[src/logic/rx_lock_pkg.sv]
// Package for the receive lane lock and alignment status monitor.
// Assumes a single 100 MHz core clock and a 32-bit AXI4-Lite register bus.
package rx_lock_pkg;
  localparam int NUM_LANES = 4;
  localparam int ADDR_W    = 12;
  localparam int IDX_W     = 10;
  localparam int IRQ_W     = 4;
  localparam int SEL_W     = 4;

  // Register indices; the byte address is four times the index.
  localparam logic [IDX_W-1:0] IDX_CLOCK_LOCK = 10'h321;
  localparam logic [IDX_W-1:0] IDX_FRAME_ERR  = 10'h323;
  localparam logic [IDX_W-1:0] IDX_FRAME_CLR  = 10'h324;
  localparam logic [IDX_W-1:0] IDX_ALIGNED    = 10'h326;
  localparam logic [IDX_W-1:0] IDX_FLAG_SEL   = 10'h328;
  localparam logic [IDX_W-1:0] IDX_FLAGS      = 10'h329;
  localparam logic [IDX_W-1:0] IDX_IRQ_STATUS = 10'h32A;
  localparam logic [IDX_W-1:0] IDX_IRQ_MASK   = 10'h32B;
  localparam logic [IDX_W-1:0] IDX_CONFIG     = 10'h32C;
  localparam logic [IDX_W-1:0] IDX_PHY_LO     = 10'h0B0;
  localparam logic [IDX_W-1:0] IDX_PHY_HI     = 10'h0FF;
  localparam logic [10:0]      PHY_OFFSET     = 11'h400;

  localparam logic [1:0] RESP_OKAY   = 2'h0;
  localparam logic [1:0] RESP_SLVERR = 2'h2;

  // Interrupt status and mask bit positions.
  localparam int IRQ_RX_FULL    = 0;
  localparam int IRQ_TX_FAULT   = 1;
  localparam int IRQ_ALIGN_LOST = 2;
  localparam int IRQ_LOS        = 3;

  // Flag select bit positions, one per FIFO condition group.
  localparam int SEL_TX_EMPTY = 0;
  localparam int SEL_TX_FULL  = 1;
  localparam int SEL_RX_EMPTY = 2;
  localparam int SEL_RX_FULL  = 3;

  localparam logic [SEL_W-1:0] FLAG_SEL_RST = 4'hF;
  localparam logic [IRQ_W-1:0] IRQ_MASK_RST = 4'h0;
  localparam logic             LINK_FAULT_EN_RST = 1'b0;
  localparam logic [1:0]       LT_FEC_LANE  = 2'h0;

  localparam int         CLK_PERIOD_NS = 10;
  localparam int         RX_RESET_NS   = 160;
  localparam logic [7:0] RX_RESET_CYCLES =
    8'(RX_RESET_NS / CLK_PERIOD_NS);

  typedef struct packed {
    logic [NUM_LANES-1:0] cdrLock;
    logic [NUM_LANES-1:0] frameErr;
    logic [NUM_LANES-1:0] txEmpty;
    logic [NUM_LANES-1:0] txFull;
    logic [NUM_LANES-1:0] rxEmpty;
    logic [NUM_LANES-1:0] rxFull;
    logic                 amLock;
    logic                 rxLos;
  } lane_pins_t;

  typedef struct packed {
    logic        wr;
    logic        rd;
    logic [1:0]  lane;
    logic [10:0] addr;
    logic [31:0] wdata;
  } phy_port_t;

  typedef struct packed {
    lane_pins_t       syncA;
    lane_pins_t       syncB;
    lane_pins_t       prev;
    logic             awHeld;
    logic [IDX_W-1:0] awIdx;
    logic             wHeld;
    logic [31:0]      wData;
    logic [3:0]       wStrb;
    logic             awready;
    logic             wready;
    logic             bvalid;
    logic [1:0]       bresp;
    logic             arready;
    logic             rvalid;
    logic [31:0]      rdata;
    logic [1:0]       rresp;
    logic             phyRdWait;
    phy_port_t        phy;
    logic             frameClr;
    logic [31:0]      frameErrCnt;
    logic [SEL_W-1:0] flagSel;
    logic [IRQ_W-1:0] irqStatus;
    logic [IRQ_W-1:0] irqMask;
    logic             linkFaultEn;
    logic             linkUp;
    logic             rxPcsReady;
    logic             localFault;
    logic [7:0]       resetCnt;
    logic             rxDigReset;
    logic             irq;
  } state_t;
endpackage

[src/logic/rx_lane_lock_status_monitor.sv]
// Receive lane lock, FIFO level and alignment status monitor with an
// AXI4-Lite register slave. Lane status pins are asynchronous and are
// synchronised here; the PHY window port is on the core clock.
// Notes on behaviour
// RULE_01: Writing 1 then 0 clears frame errors.
// RULE_02: Frame error count stays zero under lock.
// RULE_03: Per-lane recovered clock lock bits readable.
// RULE_04: Flag select chooses shown FIFO conditions.
// RULE_05: RX full and TX empty/full flag faults.
// RULE_06: Alignment loss drops ready; transmit unaffected.
// RULE_07: Aligned status bit 0 follows ready.
// RULE_08: Link fault enabled: signal loss sets fault.
// RULE_09: Signal loss starts receive digital reset.
// RULE_10: PHY window 0xB0-0xFF maps to +0x400; a PHY write taken in the same cycle as a PHY read is sent to the read address.
// RULE_11: Training and FEC fields target lane 0.
// RULE_12: Count held zero while clear holds 1.
`timescale 1ns/100ps
module rx_lane_lock_status_monitor (
  input  wire logic                       core_clk,
  input  wire logic                       rst_n,
  input  wire logic                       ce,
  input  wire rx_lock_pkg::lane_pins_t    lanePins,
  input  wire logic                       awvalid,
  output logic                            awready,
  input  wire logic [rx_lock_pkg::ADDR_W-1:0] awaddr,
  input  wire logic                       wvalid,
  output logic                            wready,
  input  wire logic [31:0]                wdata,
  input  wire logic [3:0]                 wstrb,
  output logic                            bvalid,
  input  wire logic                       bready,
  output logic [1:0]                      bresp,
  input  wire logic                       arvalid,
  output logic                            arready,
  input  wire logic [rx_lock_pkg::ADDR_W-1:0] araddr,
  output logic                            rvalid,
  input  wire logic                       rready,
  output logic [31:0]                     rdata,
  output logic [1:0]                      rresp,
  output rx_lock_pkg::phy_port_t          phyPort,
  input  wire logic [31:0]                phyRdata,
  output logic                            rxPcsReady,
  output logic                            localFaultStatus,
  output logic                            rxDigitalReset,
  output logic                            irq
);
  import rx_lock_pkg::*;

  state_t s;
  state_t n;

  function automatic logic inPhyWindow(input logic [IDX_W-1:0] idx);
    return (idx >= IDX_PHY_LO) && (idx <= IDX_PHY_HI);
  endfunction

  function automatic logic isMapped(input logic [IDX_W-1:0] idx);
    case (idx)
      IDX_CLOCK_LOCK, IDX_FRAME_ERR, IDX_FRAME_CLR, IDX_ALIGNED,
      IDX_FLAG_SEL, IDX_FLAGS, IDX_IRQ_STATUS, IDX_IRQ_MASK,
      IDX_CONFIG: return 1'b1;
      default:    return inPhyWindow(idx);
    endcase
  endfunction

  function automatic logic [31:0] merge(input logic [31:0] old,
                                        input logic [31:0] val,
                                        input logic [3:0]  strb);
    logic [31:0] r;
    r = old;
    for (int b = 0; b < 4; b++) begin
      if (strb[b]) begin
        r[8*b +: 8] = val[8*b +: 8];
      end
    end
    return r;
  endfunction

  // Only the groups enabled in the select register are visible.
  function automatic logic [31:0] levelFlags(input state_t st);
    logic [31:0] r;
    r = '0;
    r[0*NUM_LANES +: NUM_LANES] = st.flagSel[SEL_TX_EMPTY] ?
      st.syncB.txEmpty : '0; // RULE_04
    r[1*NUM_LANES +: NUM_LANES] = st.flagSel[SEL_TX_FULL] ?
      st.syncB.txFull : '0;
    r[2*NUM_LANES +: NUM_LANES] = st.flagSel[SEL_RX_EMPTY] ?
      st.syncB.rxEmpty : '0;
    r[3*NUM_LANES +: NUM_LANES] = st.flagSel[SEL_RX_FULL] ?
      st.syncB.rxFull : '0;
    return r;
  endfunction

  function automatic logic [31:0] readReg(input state_t st,
                                          input logic [IDX_W-1:0] idx);
    logic [31:0] r;
    r = '0;
    case (idx)
      IDX_CLOCK_LOCK: r[NUM_LANES-1:0] = st.syncB.cdrLock; // RULE_03
      IDX_FRAME_ERR:  r = st.frameErrCnt;
      IDX_FRAME_CLR:  r[0] = st.frameClr;
      IDX_ALIGNED:    r[0] = st.rxPcsReady; // RULE_07
      IDX_FLAG_SEL:   r[SEL_W-1:0] = st.flagSel;
      IDX_FLAGS:      r = levelFlags(st);
      IDX_IRQ_STATUS: r[IRQ_W-1:0] = st.irqStatus;
      IDX_IRQ_MASK:   r[IRQ_W-1:0] = st.irqMask;
      IDX_CONFIG:     r[0] = st.linkFaultEn;
      default:        r = '0;
    endcase
    return r;
  endfunction

  always_comb begin
    logic [31:0]      wv;
    logic [IRQ_W-1:0] w1c;
    logic [IRQ_W-1:0] ev;
    logic [IDX_W-1:0] ridx;
    logic             readyCond;
    wv   = '0;
    w1c  = '0;
    ev   = '0;
    ridx = araddr[ADDR_W-1:2];
    readyCond = 1'b0;
    n    = s;
    n.syncA  = lanePins;
    n.syncB  = s.syncA;
    n.prev   = s.syncB;
    n.phy.wr = 1'b0;
    n.phy.rd = 1'b0;

    // Write address and data are taken independently, in either order.
    if (awvalid && s.awready) begin
      n.awHeld  = 1'b1;
      n.awIdx   = awaddr[ADDR_W-1:2];
      n.awready = 1'b0;
    end
    if (wvalid && s.wready) begin
      n.wHeld  = 1'b1;
      n.wData  = wdata;
      n.wStrb  = wstrb;
      n.wready = 1'b0;
    end
    if (s.awHeld && s.wHeld && !s.bvalid) begin
      n.awHeld = 1'b0;
      n.wHeld  = 1'b0;
      n.bvalid = 1'b1;
      n.bresp  = isMapped(s.awIdx) ? RESP_OKAY : RESP_SLVERR;
      wv = merge(readReg(s, s.awIdx), s.wData, s.wStrb);
      case (s.awIdx)
        IDX_FRAME_CLR: n.frameClr    = wv[0];
        IDX_FLAG_SEL:  n.flagSel     = wv[SEL_W-1:0];
        IDX_IRQ_MASK:  n.irqMask     = wv[IRQ_W-1:0];
        IDX_CONFIG:    n.linkFaultEn = wv[0];
        IDX_IRQ_STATUS: begin
          w1c = s.wData[IRQ_W-1:0] & {IRQ_W{s.wStrb[0]}};
        end
        default: begin
          if (inPhyWindow(s.awIdx)) begin
            n.phy.wr    = 1'b1; // RULE_10
            n.phy.addr  = {1'b0, s.awIdx} + PHY_OFFSET;
            n.phy.wdata = s.wData;
            n.phy.lane  = LT_FEC_LANE; // RULE_11
          end
        end
      endcase
    end
    if (s.bvalid && bready) begin
      n.bvalid  = 1'b0;
      n.awready = 1'b1;
      n.wready  = 1'b1;
    end

    // PHY window reads wait one cycle for the returned word.
    if (arvalid && s.arready) begin
      n.arready = 1'b0;
      if (inPhyWindow(ridx)) begin
        n.phy.rd    = 1'b1; // RULE_10
        n.phy.addr  = {1'b0, ridx} + PHY_OFFSET;
        n.phy.lane  = LT_FEC_LANE; // RULE_11
        n.phyRdWait = 1'b1;
      end else begin
        n.rvalid = 1'b1;
        n.rdata  = readReg(s, ridx);
        n.rresp  = isMapped(ridx) ? RESP_OKAY : RESP_SLVERR;
      end
    end
    if (s.phyRdWait) begin
      n.phyRdWait = 1'b0;
      n.rvalid    = 1'b1;
      n.rdata     = phyRdata;
      n.rresp     = RESP_OKAY;
    end
    if (s.rvalid && rready) begin
      n.rvalid  = 1'b0;
      n.arready = 1'b1;
    end

    // A held clear forces zero, so counting restarts only after 0 is written.
    if (s.frameClr) begin
      n.frameErrCnt = '0; // RULE_01 RULE_12
    end else if ((|s.syncB.frameErr) && (s.frameErrCnt != '1)) begin
      n.frameErrCnt = s.frameErrCnt + 32'h1; // RULE_02
    end

    // Receive reset restarts on every new loss of signal.
    if (s.syncB.rxLos && !s.prev.rxLos) begin
      n.resetCnt = RX_RESET_CYCLES; // RULE_09
    end else if (s.resetCnt != 8'h0) begin
      n.resetCnt = s.resetCnt - 8'h1;
    end
    n.rxDigReset = (n.resetCnt != 8'h0);

    // Only the receive path is gated; nothing here touches transmit.
    readyCond    = s.syncB.amLock && !s.syncB.rxLos && !n.rxDigReset;
    n.rxPcsReady = readyCond; // RULE_06
    n.linkUp     = s.linkUp | readyCond;
    n.localFault = s.linkFaultEn && s.syncB.rxLos; // RULE_08

    ev[IRQ_RX_FULL]    = |s.syncB.rxFull; // RULE_05
    ev[IRQ_TX_FAULT]   = |(s.syncB.txEmpty | s.syncB.txFull);
    ev[IRQ_ALIGN_LOST] = s.linkUp && s.rxPcsReady && !readyCond;
    ev[IRQ_LOS]        = s.syncB.rxLos && !s.prev.rxLos;
    // A new event in the clearing cycle keeps its bit set.
    n.irqStatus = (s.irqStatus & ~w1c) | ev;
    n.irq       = |(n.irqStatus & n.irqMask);
  end

  always_ff @(posedge core_clk or negedge rst_n) begin
    if (!rst_n) begin
      s             <= '0;
      s.awready     <= 1'b1;
      s.wready      <= 1'b1;
      s.arready     <= 1'b1;
      s.flagSel     <= FLAG_SEL_RST;
      s.irqMask     <= IRQ_MASK_RST;
      s.linkFaultEn <= LINK_FAULT_EN_RST;
      s.phy.lane    <= LT_FEC_LANE;
    end else if (ce) begin
      s <= n;
    end
  end

  assign awready          = s.awready;
  assign wready           = s.wready;
  assign bvalid           = s.bvalid;
  assign bresp            = s.bresp;
  assign arready          = s.arready;
  assign rvalid           = s.rvalid;
  assign rdata            = s.rdata;
  assign rresp            = s.rresp;
  assign phyPort          = s.phy;
  assign rxPcsReady       = s.rxPcsReady;
  assign localFaultStatus = s.localFault;
  assign rxDigitalReset   = s.rxDigReset;
  assign irq              = s.irq;
endmodule

[config.mk]
export PLATFORM = sky130hd
export DESIGN_NAME = rx_lane_lock_status_monitor
export DESIGN_NICKNAME = d
export VERILOG_FILES = /design/src/logic/rx_lock_pkg.sv /design/src/logic/rx_lane_lock_status_monitor.sv
export SDC_FILE = /design/constraint.sdc
export NUM_CORES = 1
export LEC_CHECK = 0
export BUFFER_PORTS_ARGS = -buffer_cell sky130_fd_sc_hd__buf_4
export CORE_ASPECT_RATIO = 2
export CORE_MARGIN = 5
export CORE_UTILIZATION = 33
export DETAILED_ROUTE_END_ITERATION = 16
export MAX_ROUTING_LAYER = met4
export PLACE_DENSITY = 0.55
export RECOVER_POWER = 100
export SYNTH_ARGS = -nofsm -noshare
export SYNTH_HDL_FRONTEND = slang
export SYNTH_SLANG_ARGS = --single-unit
[constraint.sdc]
create_clock -name core_clk -period 2.7 [get_ports core_clk]
set_input_delay 0.405 -clock core_clk [delete_from_list [all_inputs] [get_ports core_clk]]
set_output_delay 0.405 -clock core_clk [all_outputs]
set_load 0.03 [all_outputs]
==> results.py <==
metrics = {
    "pwr": {
        "p_leak_uw": 0.00619,
        "peakVddDrop_uv": 488,
        "p_per_area_mw_per_mm2": 656,
    },
    "floorplan": {
        "ios": 218,
        "dieArea_mm2": 0.0404,
        "core_mm2": 0.0358,
        "rows": 98,
        "dieHeight_um": 279,
        "initial_core_util": 0.334,
        "die_w_um": 145,
    },
    "setup_path": {
        "crit_type": "flip-flop to flip-flop",
        "crit_fanout": 4,
        "r2r-end": "s[29]",
        "r2r_slack_ps": 220,
        "crit_arrival_ps": 2890,
        "cp-start-kind": "flip-flop",
        "r2r_start": "s[58]",
        "cp.required_ps": 3110,
        "ff2ff_path_depth": 6,
        "crit_path_end_kind": "flip-flop",
    },
    "synthesis": {
        "yosysSeqAreaShare": 0.511,
        "yosys-top-cells-count": "dfrtp_1 (237), mux2_2 (133), nand2_1 (94), buf_4 (85), o21ai_0 (79)",
        "synth_seq_cells": 244,
        "yosys_most_used_dff": "dfrtp_1",
        "ys_top_cells_by_area": "dfrtp_1 (50%), mux2_2 (13%), buf_4 (5.3%), o21ai_0 (3.3%), nand2_1 (2.9%)",
        "async_flop_share": 1.00,
        "syn_avg_cell_area_um2": 10.7,
        "synth_edf_count": 0,
        "yosys.area.top_type": "dfrtp_1",
        "synth.top_cell.area_share": 0.495,
        "synthMostInstantiatedCell": "dfrtp_1",
        "yosys_warnings": 0,
        "synthDistinctLibCells": 71,
        "synthesis.area_mm2": 0.0120,
        "postSynthCellCount": 1114,
    },
    "layout": {
        "antenna_cells": 0,
        "seq_area_mm2": 0.00611,
        "num-fill-cells": 3627,
        "drive_above_1_share": 0.279,
        "area_growth_pct": 17.7,
        "multi_input_area_mm2": 0.00491,
        "nets": 1383,
    },
    "drt": {
        "ant_nets": 0,
        "drt_pass1_iterations": 5,
        "drt_iter0_drc": 317,
        "routedWlPerCell_um": 20.0,
        "routed_wl_um": 34400,
        "vias_per_cell": 5.14,
        "drc": 0,
        "num_vias": 8861,
    },
    "grt": {
        "antenna_found_initial": 0,
        "grt_overflow_total": 0,
        "grt_pass1_vias": 9380,
        "grt_pass1_wl_um": 53600,
        "grt_max_degree": 87,
        "grt_usage": 0.175,
    },
    "clocking": {
        "clockBufferDepth": 3,
        "htreeDepth": 1,
        "cts.repair.resized": 0,
        "ctsRootBufferMaster": "clkbuf_16",
        "post_cts_buffers": 0,
        "cts_tree": "yes",
        "clk_latency_ps": 560,
        "clk_pin_slew_ps": 60,
        "cts.sinks": 244,
        "cts_buffers": 25,
    },
    "placement": {
        "dpl.hpwl_um": 26100,
        "portBuffers": 208,
        "gp_congestion": 0.920,
    },
    "timing": {
        "fin_skew_ps": 18.0,
        "slew_headroom": -0.168,
        "tightest_slew_ps": 1750,
        "hold_viol": 0,
        "clock.fmax_ghz": 0.403,
        "rsz0062_at_grt": "no",
        "slew_viol_final": 61,
        "timing.final.crit_share": 0.919,
        "tns_ps": 0,
        "finalSetupViolCount": 0,
        "hold_ws_ps": 44.2,
        "min_period_ps": 2480,
    },
    "min_path": {
        "worstHoldPathCells": 2,
        "min_to": "rvalid",
        "min_path_type": "input port to flip-flop",
        "min_from": "rready",
    },
    "job": {
        "drv_cap": 1,
    },
    "run_status": {
        "violations": "max-capacitance violations, max-slew violations",
        "status": "finished, violations left",
    },
}
## logic make-up after synthesis
family          share of synthesized area
other cells                      0.000313
xor+xnor                          0.00146
mux                                 0.138
flops                               0.511
simple gates                        0.137
compound gates                      0.130
fa+ha+maj                         0.00314
buf+inv                            0.0800
## power breakdown
part | leakage, uW | switching, uW | internal [uW] | total [uW]
clock network | 0.000388 | 1540 | 1980 | 3520
registers | 0.00319 | 282 | 3970 | 4250
logic | 0.00261 | 902 | 577 | 1480
## sequential cells by signal, indices dropped and copies added (netlist names)
signal,flops
arready,1
awready,1
bresp,1
bvalid,1
irq,1
localFaultStatus,1
n,52
phyPort,47
rdata,32
rresp,1
rvalid,1
rxDigitalReset,1
rxPcsReady,1
s,102
wready,1
## metrics by stage
| stage | total power [uW] | std cells | cell area, um2 | utilization | setup WS (ps) |
|---|---|---|---|---|---|
| 2_1_floorplan | 5310 | 1115 | 12000 | - | 505 |
| 3_3_place_gp | 5910 | 1676 | 13700 | 0.382 | 254 |
| 3_5_place_dp | 5930 | 1676 | 13700 | 0.382 | 199 |
| 4_1_cts | 9550 | 1723 | 14500 | 0.405 | 194 |
| 5_1_grt | 9740 | 1723 | 14100 | 0.394 | 65.7 |
| 6_report | 9250 | 1723 | 14100 | 0.394 | 220 |
## final cells by class
class / instances / area share
clock buffers: 35 / 0.0513
clock inverters: 11 / 0.00755
repair buffers: 253 / 0.113
flip-flops and latches: 244 / 0.434
inverters: 23 / 0.00613
multi-input cells: 707 / 0.348
well taps: 450 / 0.0400
## per-layer routing
layer | vias to the layer above | global-route usage | share of wire | wire [um]
met5 | - | - | 0 | 0
met4 | 0 | 0.0776 | 0.047 | 1620
met3 | 55 | 0.0266 | 0.053 | 1820
met2 | 241 | 0.326 | 0.56 | 19200
met1 | 4349 | 0.176 | 0.34 | 11800
li1 | 4216 | - | - | -
## repair_timing
item,4_1_cts,5_1_grt
endpoints found under the hold margin,58,0
hold buffers,1,0
endpoints found under the setup margin,0,0
## critical path, cell delays in order, from the launching register on
cell and delay [ps]:
dfrtp_1 440, or4_1 540, o21ai_1 530, nor2_1 200, a21boi_0 290, xnor2_1 270
nor2_1 60
## cell usage in the layout (no fill, tap or decap), types with 6 or more instances in the layout
| cell type | instances |
|---|---|
| or3_1 | 13 |
| nand4_1 | 8 |
| mux2i_1 | 15 |
| o22ai_1 | 10 |
| o31ai_1 | 20 |
| and3_1 | 15 |
| clkbuf_1 | 103 |
| or4_1 | 15 |
| clkbuf_16 | 25 |
| nor2b_1 | 11 |
| o21ai_0 | 79 |
| nand2_1 | 93 |
| nor3_1 | 9 |
| mux2_2 | 133 |
| nand2b_1 | 14 |
| and4_1 | 6 |
| a221oi_1 | 8 |
| a31oi_1 | 10 |
| dfrtp_1 | 237 |
| a21oi_1 | 59 |
| and2_1 | 10 |
| o41ai_1 | 7 |
| nor2_1 | 50 |
| nand3_1 | 22 |
| nor4_1 | 8 |
| buf_12 | 6 |
| buf_4 | 140 |
| clkinvlp_4 | 6 |
| inv_1 | 23 |
| clkbuf_8 | 6 |
## how the worst max path moves through the flow
stage / startpoint / end / slack (ps) / cells past startpoint
after CTS: s[58] / s[33] / 190 / 5
after global routing: s[2] / irq / 70 / 8
final: s[58] / s[29] / 220 / 6
after detailed placement: s[58] / s[33] / 200 / 5
after floorplan: s[29] / s[35] / 510 / 10
after global placement: s[58] / s[29] / 250 / 6
Power figures use the tool's default switching activity.
